==> config.mk <==
export PLATFORM = sky130hd
export DESIGN_NAME = tpc_touch_panel
export DESIGN_NICKNAME = d
export VERILOG_FILES = /design/src/logic/tpc_touch_panel.v
export VERILOG_INCLUDE_DIRS = /design/src /design/src/include
export SDC_FILE = /design/constraint.sdc
export NUM_CORES = 1
export LEC_CHECK = 0
export ABC_AREA = 1
export BUFFER_PORTS_ARGS = -buffer_cell sky130_fd_sc_hd__buf_4
export CAP_MARGIN = 0
export CORE_MARGIN = 3
export CORE_UTILIZATION = 35
export CTS_CLUSTER_SIZE = 12
export DETAILED_ROUTE_END_ITERATION = 16
export GPL_TIMING_DRIVEN = 1
export SLEW_MARGIN = 20
export SYNTH_ARGS = -nofsm -noshare
export SYNTH_HDL_FRONTEND = slang
export SYNTH_SLANG_ARGS = --single-unit
==> constraint.sdc <==
create_clock -name ref_clk -period 5 [get_ports ref_clk]
set_input_delay 1 -clock ref_clk [delete_from_list [all_inputs] [get_ports ref_clk]]
set_output_delay 1 -clock ref_clk [all_outputs]
set_load 0.01 [all_outputs]
==> src/include/tpc_defs.vh <==
// Constants for the touch panel command and report block
`ifndef TPC_DEFS_VH
`define TPC_DEFS_VH

// Clock and serial framing
`define TPC_CLK_HZ 20000000
`define TPC_BAUD 9600
`define TPC_DATA_BITS 8
`define TPC_BIT_CYC (`TPC_CLK_HZ / `TPC_BAUD)
`define TPC_HALF_BIT_CYC (`TPC_BIT_CYC / 2)
`define TPC_BIT_CNT_W 12
`define TPC_FRAME_BITS 4'd10
`define TPC_LAST_DATA_BIT 3'd7

// Host commands
`define TPC_CMD_DISP_ON_A 8'h65
`define TPC_CMD_DISP_OFF_A 8'h66
`define TPC_CMD_DISP_ON_B 8'h67
`define TPC_CMD_DISP_OFF_B 8'h68
`define TPC_CMD_CLICK_HI_ON 8'h69
`define TPC_CMD_CLICK_HI_OFF 8'h6a
`define TPC_CMD_CLICK_LO_ON 8'h6b
`define TPC_CMD_CLICK_LO_OFF 8'h6c
`define TPC_CMD_BUZ_HI_ON 8'h71
`define TPC_CMD_BUZ_HI_OFF 8'h72
`define TPC_CMD_BUZ_LO_ON 8'h73
`define TPC_CMD_BUZ_LO_OFF 8'h74

// Touch report format
`define TPC_HDR_TOUCHED 8'h11
`define TPC_HDR_RELEASED 8'h10
`define TPC_COORD_W 10
`define TPC_COORD_PAD 6'h00
`define TPC_FRAME_LAST 3'd4
`define TPC_FIFO_DEPTH 4
`define TPC_FIFO_AW 2

// Timing
`define TPC_RATE_MAX_HZ 87
`define TPC_REPORT_CYC (40'h0 + \
	(`TPC_CLK_HZ + `TPC_RATE_MAX_HZ - 1) / `TPC_RATE_MAX_HZ)
`define TPC_IDLE_MIN 5
`define TPC_IDLE_CYC (40'd60 * `TPC_IDLE_MIN * `TPC_CLK_HZ)
`define TPC_CLICK_MS 20
`define TPC_CLICK_CYC (40'h0 + `TPC_CLICK_MS * (`TPC_CLK_HZ / 1000))
`define TPC_TIMER_W 40
`define TPC_INIT_DONE 2'd3
`define TPC_INIT_CAPTURE 2'd2

`endif

==> src/logic/tpc_touch_panel.v <==
// Touch panel command interpreter, report framer and report FIFO
// Overview of operation
// - Commands 65h/67h turn display and backlight on
// - Commands 66h/68h turn display and backlight off
// - Touch never restores a commanded-off display
// - 69h enables, 6Ah disables high click
// - 6Bh enables, 6Ch disables low click
// - 71h starts, 72h stops high buzzer
// - 73h starts, 74h stops low buzzer
// - One sound at a time, fixed priority
// - Off clears own source; next one sounds
// - Buffers empty at power-up before traffic
// - Serial link is 9600 baud 8N1
// - Power-up: display, backlight on, buzzers off
// - Auto and click switches sampled once at power-on; port switch followed continuously
// - One-byte commands act regardless of auto and click switches
// - X and Y are 10-bit, origin upper left
// - Touched frame: 11h, X two bytes, Y two
// - Touched frames repeat while panel pressed
// - One 10h frame with last position on release
// - At most 87 reports per second
// - Port switch selects USB or serial port
// - Auto mode darkens backlight after 5 idle minutes
// - Display command disables auto backlight-off mode
`include "tpc_defs.vh"

module tpc_fifo #(
	parameter WIDTH = 8,
	parameter DEPTH = 4,
	parameter AW = 2
) (
	// Clock and reset
	input wire ref_clk,
	input wire rstn,
	// Fill side
	input wire [WIDTH-1:0] inData,
	input wire inValid,
	output wire inReady,
	// Drain side
	output wire [WIDTH-1:0] outData,
	output wire outValid,
	input wire outReady
);
	reg [WIDTH-1:0] mem [0:DEPTH-1];
	reg [AW-1:0] wrPtr_q;
	reg [AW-1:0] rdPtr_q;
	reg [AW:0] count_q;
	wire push;
	wire pop;

	assign inReady = (count_q != DEPTH);
	assign outValid = (count_q != 0);
	assign outData = mem[rdPtr_q];
	assign push = inValid && inReady;
	assign pop = outValid && outReady;

	always @(posedge ref_clk) begin
		if (push) begin
			mem[wrPtr_q] <= inData;
		end
	end

	always @(posedge ref_clk or negedge rstn) begin
		if (!rstn) begin
			wrPtr_q <= {AW{1'b0}};
			rdPtr_q <= {AW{1'b0}};
			count_q <= {(AW+1){1'b0}};
		end else begin
			if (push) begin
				wrPtr_q <= wrPtr_q + 1'b1;
			end
			if (pop) begin
				rdPtr_q <= rdPtr_q + 1'b1;
			end
			if (push && !pop) begin
				count_q <= count_q + 1'b1;
			end else if (pop && !push) begin
				count_q <= count_q - 1'b1;
			end
		end
	end
endmodule

module tpc_touch_panel #(
	parameter [`TPC_TIMER_W-1:0] REPORT_CYC = `TPC_REPORT_CYC,
	parameter [`TPC_TIMER_W-1:0] IDLE_CYC = `TPC_IDLE_CYC,
	parameter [`TPC_TIMER_W-1:0] CLICK_CYC = `TPC_CLICK_CYC
) (
	// Clock and reset
	input wire ref_clk,
	input wire rstn,
	// Setup switches
	input wire autoBacklightOffSwitch,
	input wire clickDefaultSwitch,
	input wire reportPortSelectSwitch,
	// Touch sensor
	input wire touchPressed,
	input wire [`TPC_COORD_W-1:0] touchX,
	input wire [`TPC_COORD_W-1:0] touchY,
	// Host serial link pins
	input wire serialRx,
	output wire serialTx,
	// USB byte port
	input wire [7:0] usbRxData,
	input wire usbRxValid,
	output wire [7:0] usbTxData,
	output wire usbTxValid,
	input wire usbTxReady,
	// Display and sound outputs
	output wire displayOn,
	output wire backlightOn,
	output wire buzzerHighOn,
	output wire buzzerLowOn,
	output wire clickHighOn,
	output wire clickLowOn
);
	localparam RX_IDLE = 2'd0;
	localparam RX_START = 2'd1;
	localparam RX_DATA = 2'd2;
	localparam RX_STOP = 2'd3;
	localparam GEN_WAIT = 1'b0;
	localparam GEN_SEND = 1'b1;

	reg [1:0] swMeta_q, swSync_q;
	reg [1:0] initCnt_q;
	reg portMeta_q, portUsb_q;
	reg pressMeta_q, pressSync_q, pressPrev_q;
	reg [`TPC_COORD_W-1:0] xMeta_q, xSync_q, yMeta_q, ySync_q;
	reg rxMeta_q, rxSync_q;
	reg [1:0] rxState_q;
	reg [`TPC_BIT_CNT_W-1:0] rxCnt_q;
	reg [2:0] rxBit_q;
	reg [7:0] rxShift_q;
	reg uartCmdValid_q;
	reg [7:0] uartCmd_q;
	reg displayOn_q, dark_q, autoMode_q, backlightOn_q;
	reg buzHi_q, buzLo_q, clkHi_q, clkLo_q;
	reg [`TPC_TIMER_W-1:0] idleCnt_q, clickCnt_q, rateCnt_q;
	reg [3:0] sound_q;
	reg genState_q, genTouched_q;
	reg [2:0] genIdx_q;
	reg [`TPC_COORD_W-1:0] lastX_q, lastY_q;
	reg pendRelease_q;
	reg [9:0] txShift_q;
	reg [3:0] txLeft_q;
	reg [`TPC_BIT_CNT_W-1:0] txCnt_q;
	reg [7:0] usbTxData_q;
	reg usbTxValid_q;
	reg [7:0] genByte;
	reg [3:0] soundNext;
	wire initDone, cmdValid;
	wire [7:0] cmdByte;
	wire fifoInReady, fifoOutValid, fifoOutReady;
	wire [7:0] fifoOutData;
	wire activity, clickSounding;

	assign initDone = (initCnt_q == `TPC_INIT_DONE);
	assign serialTx = txShift_q[0];
	assign usbTxData = usbTxData_q;
	assign usbTxValid = usbTxValid_q;
	assign displayOn = displayOn_q;
	assign backlightOn = backlightOn_q;
	assign buzzerHighOn = sound_q[3];
	assign buzzerLowOn = sound_q[2];
	assign clickHighOn = sound_q[1];
	assign clickLowOn = sound_q[0];

	// Pin synchronisers; auto and click switches caught once after reset, port switch always
	always @(posedge ref_clk or negedge rstn) begin
		if (!rstn) begin
			swMeta_q <= 2'b00;
			swSync_q <= 2'b00;
			pressMeta_q <= 1'b0;
			pressSync_q <= 1'b0;
			xMeta_q <= {`TPC_COORD_W{1'b0}};
			xSync_q <= {`TPC_COORD_W{1'b0}};
			yMeta_q <= {`TPC_COORD_W{1'b0}};
			ySync_q <= {`TPC_COORD_W{1'b0}};
			rxMeta_q <= 1'b1;
			rxSync_q <= 1'b1;
			portMeta_q <= 1'b0;
			portUsb_q <= 1'b0;
			initCnt_q <= 2'b00;
		end else begin
			swMeta_q <= {autoBacklightOffSwitch, clickDefaultSwitch};
			swSync_q <= swMeta_q;
			pressMeta_q <= touchPressed;
			pressSync_q <= pressMeta_q;
			xMeta_q <= touchX;
			xSync_q <= xMeta_q;
			yMeta_q <= touchY;
			ySync_q <= yMeta_q;
			rxMeta_q <= serialRx;
			rxSync_q <= rxMeta_q;
			portMeta_q <= reportPortSelectSwitch;
			portUsb_q <= portMeta_q;
			if (!initDone) begin
				initCnt_q <= initCnt_q + 1'b1;
			end
		end
	end

	// Serial receiver, 8N1 at the fixed baud rate
	always @(posedge ref_clk or negedge rstn) begin
		if (!rstn) begin
			rxState_q <= RX_IDLE;
			rxCnt_q <= {`TPC_BIT_CNT_W{1'b0}};
			rxBit_q <= 3'd0;
			rxShift_q <= 8'h00;
			uartCmdValid_q <= 1'b0;
			uartCmd_q <= 8'h00;
		end else begin
			uartCmdValid_q <= 1'b0;
			case (rxState_q)
			RX_IDLE: begin
				rxCnt_q <= {`TPC_BIT_CNT_W{1'b0}};
				if (!rxSync_q && initDone) begin
					rxState_q <= RX_START;
				end
			end
			RX_START: begin
				if (rxCnt_q == `TPC_HALF_BIT_CYC) begin
					rxCnt_q <= {`TPC_BIT_CNT_W{1'b0}};
					rxBit_q <= 3'd0;
					rxState_q <= rxSync_q ? RX_IDLE : RX_DATA;
				end else begin
					rxCnt_q <= rxCnt_q + 1'b1;
				end
			end
			RX_DATA: begin
				if (rxCnt_q == `TPC_BIT_CYC - 1) begin
					rxCnt_q <= {`TPC_BIT_CNT_W{1'b0}};
					rxShift_q <= {rxSync_q, rxShift_q[7:1]};
					rxBit_q <= rxBit_q + 1'b1;
					if (rxBit_q == `TPC_LAST_DATA_BIT) begin
						rxState_q <= RX_STOP;
					end
				end else begin
					rxCnt_q <= rxCnt_q + 1'b1;
				end
			end
			RX_STOP: begin
				if (rxCnt_q == `TPC_BIT_CYC - 1) begin
					rxState_q <= RX_IDLE;
					uartCmdValid_q <= rxSync_q;
					uartCmd_q <= rxShift_q;
				end else begin
					rxCnt_q <= rxCnt_q + 1'b1;
				end
			end
			default: rxState_q <= RX_IDLE;
			endcase
		end
	end

	// Commands come from the selected port only
	assign cmdValid = initDone &&
		(portUsb_q ? usbRxValid : uartCmdValid_q);
	assign cmdByte = portUsb_q ? usbRxData : uartCmd_q;
	assign activity = cmdValid || pressSync_q;
	assign clickSounding = (clickCnt_q != {`TPC_TIMER_W{1'b0}});

	// Command interpreter and backlight control
	always @(posedge ref_clk or negedge rstn) begin
		if (!rstn) begin
			displayOn_q <= 1'b1;
			backlightOn_q <= 1'b1;
			dark_q <= 1'b0;
			autoMode_q <= 1'b0;
			buzHi_q <= 1'b0;
			buzLo_q <= 1'b0;
			clkHi_q <= 1'b0;
			clkLo_q <= 1'b0;
			idleCnt_q <= {`TPC_TIMER_W{1'b0}};
		end else begin
			if (initCnt_q == `TPC_INIT_CAPTURE) begin
				autoMode_q <= swSync_q[1];
				clkHi_q <= swSync_q[0];
			end
			if (cmdValid) begin
				case (cmdByte)
				`TPC_CMD_DISP_ON_A, `TPC_CMD_DISP_ON_B: begin
					displayOn_q <= 1'b1;
					autoMode_q <= 1'b0;
				end
				`TPC_CMD_DISP_OFF_A, `TPC_CMD_DISP_OFF_B: begin
					displayOn_q <= 1'b0;
					autoMode_q <= 1'b0;
				end
				`TPC_CMD_CLICK_HI_ON: clkHi_q <= 1'b1;
				`TPC_CMD_CLICK_HI_OFF: clkHi_q <= 1'b0;
				`TPC_CMD_CLICK_LO_ON: clkLo_q <= 1'b1;
				`TPC_CMD_CLICK_LO_OFF: clkLo_q <= 1'b0;
				`TPC_CMD_BUZ_HI_ON: buzHi_q <= 1'b1;
				`TPC_CMD_BUZ_HI_OFF: buzHi_q <= 1'b0;
				`TPC_CMD_BUZ_LO_ON: buzLo_q <= 1'b1;
				`TPC_CMD_BUZ_LO_OFF: buzLo_q <= 1'b0;
				default: displayOn_q <= displayOn_q;
				endcase
			end
			if (activity) begin
				idleCnt_q <= {`TPC_TIMER_W{1'b0}};
				dark_q <= 1'b0;
			end else if (idleCnt_q >= IDLE_CYC - 1'b1) begin
				dark_q <= autoMode_q;
			end else begin
				idleCnt_q <= idleCnt_q + 1'b1;
			end
			// Touch only lifts auto darkness, never display-off
			backlightOn_q <= displayOn_q && !dark_q;
		end
	end

	// Sound arbitration, highest enabled source wins
	always @* begin
		soundNext = 4'b0000;
		if (buzHi_q) begin
			soundNext = 4'b1000;
		end else if (buzLo_q) begin
			soundNext = 4'b0100;
		end else if (clkHi_q && clickSounding) begin
			soundNext = 4'b0010;
		end else if (clkLo_q && clickSounding) begin
			soundNext = 4'b0001;
		end
	end

	always @(posedge ref_clk or negedge rstn) begin
		if (!rstn) begin
			sound_q <= 4'b0000;
			clickCnt_q <= {`TPC_TIMER_W{1'b0}};
			pressPrev_q <= 1'b0;
		end else begin
			sound_q <= soundNext;
			pressPrev_q <= pressSync_q;
			if (pressSync_q && !pressPrev_q) begin
				clickCnt_q <= CLICK_CYC;
			end else if (clickSounding) begin
				clickCnt_q <= clickCnt_q - 1'b1;
			end
		end
	end

	// Report framer: rate-limited touched and release frames
	always @* begin
		case (genIdx_q)
		3'd0: genByte = genTouched_q ? `TPC_HDR_TOUCHED
			: `TPC_HDR_RELEASED;
		3'd1: genByte = {`TPC_COORD_PAD, lastX_q[9:8]};
		3'd2: genByte = lastX_q[7:0];
		3'd3: genByte = {`TPC_COORD_PAD, lastY_q[9:8]};
		default: genByte = lastY_q[7:0];
		endcase
	end

	always @(posedge ref_clk or negedge rstn) begin
		if (!rstn) begin
			genState_q <= GEN_WAIT;
			genTouched_q <= 1'b0;
			genIdx_q <= 3'd0;
			lastX_q <= {`TPC_COORD_W{1'b0}};
			lastY_q <= {`TPC_COORD_W{1'b0}};
			pendRelease_q <= 1'b0;
			rateCnt_q <= {`TPC_TIMER_W{1'b0}};
		end else begin
			if (rateCnt_q != {`TPC_TIMER_W{1'b0}}) begin
				rateCnt_q <= rateCnt_q - 1'b1;
			end
			if (pressPrev_q && !pressSync_q) begin
				pendRelease_q <= 1'b1;
			end
			case (genState_q)
			GEN_WAIT: begin
				genIdx_q <= 3'd0;
				if (initDone && rateCnt_q == {`TPC_TIMER_W{1'b0}}) begin
					if (pressSync_q) begin
						lastX_q <= xSync_q;
						lastY_q <= ySync_q;
						genTouched_q <= 1'b1;
						pendRelease_q <= 1'b0;
						genState_q <= GEN_SEND;
						rateCnt_q <= REPORT_CYC - 1'b1;
					end else if (pendRelease_q) begin
						genTouched_q <= 1'b0;
						pendRelease_q <= 1'b0;
						genState_q <= GEN_SEND;
						rateCnt_q <= REPORT_CYC - 1'b1;
					end
				end
			end
			GEN_SEND: begin
				if (fifoInReady) begin
					genIdx_q <= genIdx_q + 1'b1;
					if (genIdx_q == `TPC_FRAME_LAST) begin
						genState_q <= GEN_WAIT;
					end
				end
			end
			default: genState_q <= GEN_WAIT;
			endcase
		end
	end

	tpc_fifo #(
		.WIDTH(8),
		.DEPTH(`TPC_FIFO_DEPTH),
		.AW(`TPC_FIFO_AW)
	) reportFifo (
		.ref_clk(ref_clk),
		.rstn(rstn),
		.inData(genByte),
		.inValid(genState_q == GEN_SEND),
		.inReady(fifoInReady),
		.outData(fifoOutData),
		.outValid(fifoOutValid),
		.outReady(fifoOutReady)
	);

	// Drain to the selected port
	assign fifoOutReady = portUsb_q ? (!usbTxValid_q || usbTxReady)
		: (txLeft_q == 4'd0);

	always @(posedge ref_clk or negedge rstn) begin
		if (!rstn) begin
			txShift_q <= 10'h3ff;
			txLeft_q <= 4'd0;
			txCnt_q <= {`TPC_BIT_CNT_W{1'b0}};
			usbTxData_q <= 8'h00;
			usbTxValid_q <= 1'b0;
		end else begin
			if (usbTxValid_q && usbTxReady) begin
				usbTxValid_q <= 1'b0;
			end
			if (fifoOutValid && fifoOutReady && portUsb_q) begin
				usbTxData_q <= fifoOutData;
				usbTxValid_q <= 1'b1;
			end
			if (fifoOutValid && fifoOutReady && !portUsb_q) begin
				txShift_q <= {1'b1, fifoOutData, 1'b0};
				txLeft_q <= `TPC_FRAME_BITS;
				txCnt_q <= {`TPC_BIT_CNT_W{1'b0}};
			end else if (txLeft_q != 4'd0) begin
				if (txCnt_q == `TPC_BIT_CYC - 1) begin
					txCnt_q <= {`TPC_BIT_CNT_W{1'b0}};
					txShift_q <= {1'b1, txShift_q[9:1]};
					txLeft_q <= txLeft_q - 1'b1;
				end else begin
					txCnt_q <= txCnt_q + 1'b1;
				end
			end
		end
	end
endmodule

[Yosys cells after proc, flatten, opt, wreduce, memory -nomap -nowiden]
Memories as Yosys holds them, arrays and structs flattened.
Index checks and enable logic that the tools add are counted.
Operators by class
  add/subtract/negate cells: 13
  order comparisons: 1
  equality and inequality tests: 34
  multiplexer cells: 76
  bitwise operators: 1
  reduce and logical (&&, ||, !) cells: 59
Operators with widths (number)
  two-way mux 40 bit: 9
  equality test 8 x 7 -> 1 bit (second input constant): 12
  nonzero test 40 bit: 2
  subtractor 40 x 1 -> 40 bit (second input constant): 2
  two-way mux 12 bit: 6
  case mux 12 bit (4 select lines): 1
  adder 40 x 1 -> 40 bit (second input constant): 1
  greater-or-equal comparator 40 x 33 -> 1 bit (second input constant): 1
  zero test 40 bit: 1
  case mux 8 bit (4 select lines): 1
  two-way mux 10 bit: 3
  two-way mux 1 bit: 29
  adder 12 x 1 -> 12 bit (second input constant): 2
  equality test 12 bit (second input constant): 2
  nonzero test 2 bit: 12
  two-way mux 3 bit: 6
  two-way mux 4 bit: 4
  logical AND 1 bit: 15
  two-way mux 2 bit: 7
  != test 2 bit (second input constant): 7
  AND reduction 2 bit: 7
  equality test 12 x 11 -> 1 bit (second input constant): 1
  case mux 1 bit (2 select lines): 6
  case mux 3 bit (2 select lines): 2
  25 further kinds: 45
Word-level totals
  bits in registers: 287
  RAM bits: 32
  input bits: 37
  memories kept: 1
Memory list
  reportFifo.mem: depth 4, bits a word 8, rd ports 1, clocked after memory_dff 0, write ports 1, line tpc_touch_panel.v:44  | reg [WIDTH-1:0] mem [0:DEPTH-1];

[Logic depth before layout (Yosys ltp)]
Gate-level depths: netlist (run 1).
  depth after elaboration: 7
  gate-level depth with buffers: 13
  mapped depth without buffers: 13

[Hierarchy]
A second synthesis (run 1) with hierarchy kept.
Second synthesis, totals
  cells, all modules: 2106
  area total of the unflattened synthesis: 16553.4 µm²
By module, submodules not included
  tpc_touch_panel: times used 1, cells an instance 1954, area an instance 14821.7 µm², sequential area each 6998.0 µm²
  tpc_fifo: times used 1, cells an instance 152, area an instance 1731.7 µm², sequential area each 1136.1 µm²

[Worst setup path before layout (run 1)]
OpenSTA, ideal clock, no wires.
  kind: input port to flip-flop
  start: input port usbTxReady
  end: register reportFifo.count_q[2]
  library setup time: 0.131 ns
  data arrival time: 2.561 ns
  data required time: 4.869 ns
  path slack: 2.308 ns
  stages: 11
  buffers on the path: 0
  cell sequence: inv_1 > nand2_1 > nand3_2 > clkinv_1 > nor2_1 > ha_1 > inv_1 > fa_1 > a21oi_1 > o21ai_0 > xor2_1
On the way
  cells in the longest elaborated chain, start to end: 6
  elaborated cells between the ends (all ways): 8
  those cells by class: 2 x mux; 6 x reduce/logical
RTL lines
  start: declaration: line tpc_touch_panel.v:108  | input wire usbTxReady,
  logical OR 1 bit *: line tpc_touch_panel.v:420  | assign fifoOutReady = portUsb_q ? (!usbTxValid_q || usbTxReady)
  two-way mux 1 bit *: line tpc_touch_panel.v:420
  logical AND 1 bit *: line tpc_touch_panel.v:55  | assign pop = outValid && outReady;
  zero test 1 bit: line tpc_touch_panel.v:75  | if (push && !pop) begin
  logical AND 1 bit: line tpc_touch_panel.v:75
  two-way mux 3 bit / nonzero test 2 bit (equally long branches)
  end signal: assignment: line tpc_touch_panel.v:67  | count_q <= {(AW+1){1'b0}};
  end signal: assignment: line tpc_touch_panel.v:76  | count_q <= count_q + 1'b1;
  end signal: assignment: line tpc_touch_panel.v:78  | count_q <= count_q - 1'b1;
  end: declaration: line tpc_touch_panel.v:47  | reg [AW:0] count_q;
Every way passes the cells marked *; elsewhere a longest branch is shown, timed or not.
A chain may end at the register's enable or synchronous reset.

[Final worst setup path (run 1)]
  start: register portUsb_q
  end: register reportFifo.count_q[2]
On the way
  cells in the longest elaborated chain, start to end: 5
  elaborated cells between the ends (all ways): 7
  those cells by class: 2 x mux; 5 x reduce/logical
RTL lines
  start: declaration: line tpc_touch_panel.v:126  | reg portMeta_q, portUsb_q;
  start signal: assignment: line tpc_touch_panel.v:196  | portUsb_q <= portMeta_q;
  two-way mux 1 bit *: line tpc_touch_panel.v:420
  logical AND 1 bit *: line tpc_touch_panel.v:55
  zero test 1 bit: line tpc_touch_panel.v:75
  logical AND 1 bit: line tpc_touch_panel.v:75
  two-way mux 3 bit / nonzero test 2 bit (equally long branches)
Marked as above.

==> impl_results.md, run 1 <==
* Core outline area at 45480 um2
* Die X at 220.6 um
* Reg-to-reg setup timing slack at 1.95 ns
* Register area at 8134 um2
* Synth area leaders: dfrtp_1, nand2_1, nor2_1
* Data required, critical path at 5.42 ns
* DRT antenna net count at 0
* Worst slack, placed at about 2.0 ns
* Fillers at 4608
* Top_reg_cell synth: dfrtp_1
* Worst hold-check path type: flip-flop to flip-flop
* Outcome: completed
* Slew margin rel. at around 40%
* Finished Layout Cells at 2675
* Dominant cell type by count on the critical path: inv_1
* CP Cell Sequence: inv_2, nand3_1, inv_1, nor2_1, ha_1, inv_1, fa_1, a21oi_1, o21ai_0, xor2_1
* GRT Total Usage at ~16%
* GPL Wtd Cong at 0.9135
* Crit path max-delay family: simple AND/OR/NAND/NOR gates
* Most common cell in the netlist: nand2_1
* P&R area growth vs syn at 13.26%
* DP HPWL at around 27 mm
* Register area share after synthesis at between 50 and 60%
* Slew Limit Fails at 0
* Initial Utilization at 35.44%
* Nets at 2110
* Number of warnings issued by yosys at 0
* Clock tree from TritonCTS: yes
* CTS Hold Buffers Added at 0
* Worst-case clock skew at 0.03084 ns
* Initial antenna violation count at 0
* Post-synth ARST share at 89.94%
* Static leakage at 8.777 nW
* H-tree depth at 2
* Global-route wire length before repair at approximately 63 mm
* Post-Syn Area at 16120 um2
* Input/output buffers at 52
* Critical path arrival at 3.47 ns
* Clk slew on worst S/H paths at roughly 0.06 ns
* Yosys top cell by area: dfrtp_1
* Largest net degree at the start of global routing at 113
* Antenna Cells at 0
* Highest clock rate at 328.0 MHz
* Share of layout cells above drive strength 1 at 9.590%
* Synth Register Bits at 318
* Multi-input logic area at a little under 7000 um2
* Core Rows at 78
* Clock Tree Root: clkbuf_16
* Mean Syn Cell Area at between 8 and 9 um2
* PostCTS Resize Cnt at 0
* Maximum clock path buffer count at 3
* Pwr Density at 416.3 nW/um2
* RSZ-0062 raised after global routing: no
* Peak supply drop at 0.3014 mV
* WL final at 38.20 mm
* Final worst-path cycle share at 60.98%
* CP max-delay cell: dfrtp_1
* Final setup margin at about 2.0 ns
* I/O pin cnt at 53
* Drc violations at 0
* Buffers and inverters on the worst path at 3
* Maxcap violations at 0
* CP Max Fanout at 22
* GRT Residual Overflow at 0
* Setup Viol. Count Final at 0
* Crit. End Element: flip-flop
* Clk sinks at 318
* Setup TNS at 0 ns
* Top cell type's share of synthesized area at 42.38%
* Wire per inst at about 14 um
* Num CTS Buffers at 37
* Final min period at 3.049 ns
* Number of vias per cell at 4.851
* Critical path type: flip-flop to flip-flop
* Via count at 12980
* Iter 0 DRT Violations at 1027
* Vias in the first global route at ~13000
* Net Count, Synth at 2057
* Worst setup SP type: flip-flop
* Die area at 48670 um2
* Post-synth top cells: nand2_1, nor2_1, dfrtp_1
* Synth cell types at 53
* Post-synth EDFFs at 32
* Fin. Hold Viols at 0
* Critical Path Max Stage Delay at 0.68 ns
* Latest clock arrival within the worst-skew pair at 0.55 ns
* Postcts setup bufs at 0
* Drt first pass iters at 5
* Least-Margin Pin Slew at between 0.8 and 0.9 ns
* Dpl cells at roughly 2600
* Die Y at 220.6 um
* Cells after Synth at 1994
## kinds of logic (layout without fill, tap and decap cells)
logic type                 after synthesis  in the layout  share of synthesized area [%]
AOI/OAI and AO/OA                      165            165                          6.210
adders and majority gates               26             26                          2.065
buffers and inverters                  273            354                          7.273
muxes                                    1              1                        0.06985
and+or+nand+nor                       1141           1141                          30.12
DFF                                    318            318                          50.46
xor gates and xnor gates                70             70                          3.803
## report_power, final
| group | leakage, nW | switching (mW) | internal [mW] |
|---|---|---|---|
| combinational | 4.22 | 1.08 | 0.521 |
| sequential | 3.95 | 0.250 | 3.00 |
| clock | 0.614 | 1.07 | 1.68 |
| total | 8.78 | 2.40 | 5.20 |
## path summary, 6_finish.rpt
kind                                      start                                 to  cells past startpoint
max in group asynchronous                  rstn             lastY_q[8]$_DFFE_PN0P_                      2
max reg2reg                 portUsb_q$_DFF_PN0_  reportFifo.count_q[2]$_DFFE_PN0P_                     10
min in group asynchronous                  rstn            txCnt_q[11]$_DFFE_PN0P_                      1
max                         portUsb_q$_DFF_PN0_  reportFifo.count_q[2]$_DFFE_PN0P_                     10
min                        yMeta_q[1]$_DFF_PN0_               ySync_q[1]$_DFF_PN0_                      0
min reg2reg                yMeta_q[1]$_DFF_PN0_               ySync_q[1]$_DFF_PN0_                      0
## cell usage in the layout (no fill, tap or decap), types with 12 or more instances in the layout
cell,synthesis,routed
dfrtp_1,273,273
xnor2_1,17,17
clkbuf_16,0,39
dfstp_2,13,13
xor2_1,53,53
a21oi_1,23,23
nand3_1,130,130
buf_4,9,55
edfxtp_1,32,32
o21ai_0,83,83
nand2_1,505,505
or2_2,12,12
o21ai_2,20,20
inv_1,221,221
nand4_1,45,45
ha_1,25,25
nor2_1,361,361
nor3_1,42,42
## through the flow
step | area (um2) | power [mW] | util (%) | hold slack, ns
after floorplan | 16120 | 4.346 | - | 0.3312
after global placement | 17010 | 4.851 | 37.39 | 0.3328
after detailed placement | 17010 | 4.890 | 37.39 | 0.3379
after CTS | 18250 | 7.679 | 40.13 | 0.3490
after global routing | 18260 | 8.048 | 40.14 | 0.3515
final | 18260 | 7.600 | 40.14 | 0.3459
## area by class of cell
class	instances	share of cell area (%)
repair buffers	58	2.481
inverters	229	4.715
clock buffers	56	6.024
multi-input cells	1403	37.32
well taps	600	4.112
clock inverters	11	0.7950
flip-flops and latches	318	44.55
## layer usage
metal  up-vias  global-route usage [%]  routed length, um  part of all wire, %
li1       6439                       -                  -                    -
met1      6190                   22.21              17840                   47
met2       279                   25.71              17370                   45
met3        69                   2.637               2061                  5.4
met4         0                   5.033                918                  2.4
met5         -                       0                  0                    0
## sequential cells by signal, summed over array words and instances, names as in the netlist, 4 cells and up, named ones only
signal and flops:
xMeta_q 10, lastX_q 10, txCnt_q 12, idleCnt_q 40, yMeta_q 10, lastY_q 10, uartCmd_q 8, clickCnt_q 40
txLeft_q 4, rxCnt_q 12, txShift_q 9, ySync_q 10, usbTxData 8, xSync_q 10, rateCnt_q 40, rxShift_q 8
sound_q 4, reportFifo.mem 32
(Power assumes the default switching activity.)
==> inputs of run 2 (changes only) <==
Settings changed: ABC_AREA 1 to 0.
Clock period 5 ns to 3.2 ns, I/O delays scaled along.
==> run 2 against run 1 <==
Effect of this change: final cell count down 29%; sequential power up 51%; core utilization up 1.2 points; combinational power about the same; area after synthesis down 11%; total power up 39%; clock-buffer cell count down 1; die area down 11%; highest routed layer unchanged.
==> impl_results.md, run 2 <==
* GPL Wtd Cong at 0.7870 (-14%)
* Synth cell types at 74 (+40%)
* Maximum clock path buffer count at 3 (unchanged)
* Crit. End Element: flip-flop
* Cells after Synth at 1269 (-36%)
* Most frequent cells in the layout: dfrtp_1, nand2_1, nor2_1
* Die area at 43280 um2 (-11%)
* Most common cell in the netlist: dfrtp_1
* Clk sinks at 318 (unchanged)
* Post-synth top cells: dfrtp_1, nand2_1, nor2_1
* Fin. Hold Viols at 0 (unchanged)
* I/O pin cnt at 53 (unchanged)
* Critical path arrival at 3.15 ns (-0.32 ns)
* P&R area growth vs syn at 15.73%
* Final min period at 2.745 ns (-0.3039 ns)
* Slew margin rel. at 41.41% (+1.3 points)
* Top_reg_cell synth: dfrtp_1
* FF-to-FF End: clickCnt_q[29]$_DFFE_PN0P_
* Global-route wire length before repair at 49.01 mm (-23%)
* Antenna Cells at 0 (unchanged)
* Drc violations at 0 (unchanged)
* Clk slew on worst S/H paths at 0.06 ns (about the same)
* DRT antenna net count at 0 (unchanged)
* Peak supply drop at 0.3586 mV (+19%)
* Outcome: completed
* Reg-to-reg setup timing slack at 0.46 ns (-1.50 ns)
* Least-Margin Pin Slew at 0.8749 ns (-0.02382 ns)
* Die Y at 208.0 um (-5.7%)
* Pwr Density at 638.4 nW/um2 (+53%)
* Synth Area in XOR/XNOR at 4.843% (+1.0 points)
* Commonest non-fill, non-tap cell in the layout: dfrtp_1
* H-tree depth at 2 (unchanged)
* Hold Slack at 0.1131 ns (-0.2328 ns)
* Maxcap violations at 0 (unchanged)
* Synth Area in Compound Gates at 9.905% (+3.7 points)
* Simple-gate area share of the yosys netlist at 18.39% (-12 points)
* Iter 0 DRT Violations at 592 (-42%)
* Data required, critical path at 3.60 ns (-1.82 ns)
* Num CTS Buffers at 36 (-2.7%)
* DP HPWL at 19.83 mm (-28%)
* RSZ-0062 raised after global routing: no
* Core outline area at 40010 um2 (-12%)
* Via count at 9763 (-25%)
* Die X at 208.0 um (-5.7%)
* CTS Hold Buffers Added at 0 (unchanged)
* Mean Syn Cell Area at 11.26 um2 (+39%)
* Reg2reg start: clickCnt_q[3]$_DFFE_PN0P_
* Largest registers: clickCnt_q x40, idleCnt_q x40, rateCnt_q x40
* Static leakage at 7.122 nW (-19%)
* Top cell type's share of synthesized area at 47.82% (+5.4 points)
* Worst-case clock skew at 0.01867 ns (-0.01216 ns)
* Largest family of logic cells by synthesized area: simple AND/OR/NAND/NOR gates
* Setup TNS at 0 ns (unchanged)
* Mux cell area share after synthesis at 5.167% (+5.1 points)
* Yosys top cell by area: dfrtp_1
* Highest clock rate at 364.3 MHz (+11%)
* Register area share after synthesis at 56.94% (+6.5 points)
* GRT Total Usage at 13.37% (-2.6 points)
* Critical Path Start: clickCnt_q[3]$_DFFE_PN0P_
* Worst reg2reg path depth at 6 (-4)
* Wire per inst at 15.51 um (+8.6%)
* GRT Residual Overflow at 0 (unchanged)
* Clock tree from TritonCTS: yes
* CP Max Fanout at 7 (-68%)
* Share of layout cells above drive strength 1 at 15.50% (+5.9 points)
* Post-synth EDFFs at 32 (unchanged)
* Final worst-path cycle share at 85.78% (+25 points)
* Post-Syn Area at 14290 um2 (-11%)
* Synth Register Bits at 318 (unchanged)
* Input/output buffers at 52 (unchanged)
* Core Rows at 73 (-6.4%)
* Fillers at 3794 (-18%)
* Postcts setup bufs at 0 (unchanged)
* Vias in the first global route at 9603 (-24%)
* Largest net degree at the start of global routing at 85 (-25%)
* Nets at 1397 (-34%)
* Latest clock arrival within the worst-skew pair at 0.53 ns (-0.02 ns)
* PostCTS Resize Cnt at 0 (unchanged)
* Synth area leaders: dfrtp_1, edfxtp_1, nand2_1
* Critical path endpoint: clickCnt_q[29]$_DFFE_PN0P_
* Post-synth ARST share at 89.94% (unchanged)
* Setup Viol. Count Final at 0 (unchanged)
* Initial Utilization at 35.71% (+0.27 points)
* Number of vias per cell at 5.177 (+6.7%)
* Net Count, Synth at 1332 (-35%)
* Worst setup SP type: flip-flop
* Critical path type: flip-flop to flip-flop
* Slew Limit Fails at 0 (unchanged)
* Number of warnings issued by yosys at 0 (unchanged)
* Post-Synth Adder-Cell Area at 2.330% (+0.26 points)
* Initial antenna violation count at 0 (unchanged)
* Clock Tree Root: clkbuf_16
* Worst hold-check path type: primary input to async pin
* Drt first pass iters at 5 (unchanged)
* WL final at 29.25 mm (-23%)
run 2: power breakdown:
| part | internal [mW] | switching [mW] | total (mW) |
|---|---|---|---|
| logic | 0.735 | 0.846 | 1.58 |
| clock network | 2.45 | 1.62 | 4.06 |
| registers | 4.50 | 0.412 | 4.91 |
| total | 7.68 | 2.87 | 10.6 |
run 2: metal layers:
metal  routed length, um  track usage (%)  vias up
li1                    -                -     4768
met1               14680            19.61     4838
met2               13220            20.95      123
met3                 956            2.141       34
met4                 383            3.092        0
met5                   0                0        -
run 2: through the flow:
step / std cells / power (mW) / util, % / area (um2) / setup slack [ns]
2_1_floorplan: 1269 / 5.928 / - / 14290 / 0.1358
3_3_place_gp: 1821 / 6.525 / 38.38 / 15350 / 0.5790
3_5_place_dp: 1821 / 6.582 / 38.38 / 15350 / 0.5005
4_1_cts: 1886 / 10.70 / 41.33 / 16530 / 0.4588
5_1_grt: 1886 / 11.07 / 41.33 / 16530 / 0.2611
6_report: 1886 / 10.56 / 41.33 / 16530 / 0.4552
run 2: worst max-delay path, stage by stage, from the launching register on:
cell and delay [ns]:
dfrtp_1 0.43, nor4_1 0.56, and4b_1 0.42, nand2_1 0.16, a211oi_1 0.68, a21oi_1 0.15
a31o_2 0.23
run 2: worst min path at each step:
stage / endpoint / slack [ns] / startpoint
2_1_floorplan: portUsb_q$_DFF_PN0_ / 0.33 / portMeta_q$_DFF_PN0_
3_3_place_gp: portUsb_q$_DFF_PN0_ / 0.33 / portMeta_q$_DFF_PN0_
3_5_place_dp: ySync_q[3]$_DFF_PN0_ / 0.34 / yMeta_q[3]$_DFF_PN0_
4_1_cts: rxCnt_q[2]$_DFFE_PN0N_ / 0.13 / rstn
5_1_grt: rxCnt_q[0]$_DFFE_PN0N_ / 0.15 / rstn
6_report: rxCnt_q[2]$_DFFE_PN0N_ / 0.11 / rstn
run 2: cell families after synthesis:
kind of cell | Yosys count
AND/OR/NAND/NOR | 487
XOR/XNOR | 79
adder cells (fa/ha/maj) | 26
multiplexers | 57
flip-flops | 318
buffers and inverters | 82
AO/OA/AOI/OAI | 220
run 2: area by class of cell:
class | instances | area, um2 | area share [%]
Clock buffer | 55 | 1052 | 6.364
Sequential cell | 318 | 8134 | 49.20
Multi-Input combinational cell | 869 | 5816 | 35.17
Clock inverter | 10 | 127.6 | 0.7719
Inverter | 31 | 116.4 | 0.7038
Tap cell | 525 | 656.9 | 3.973
Timing Repair Buffer | 78 | 630.6 | 3.814
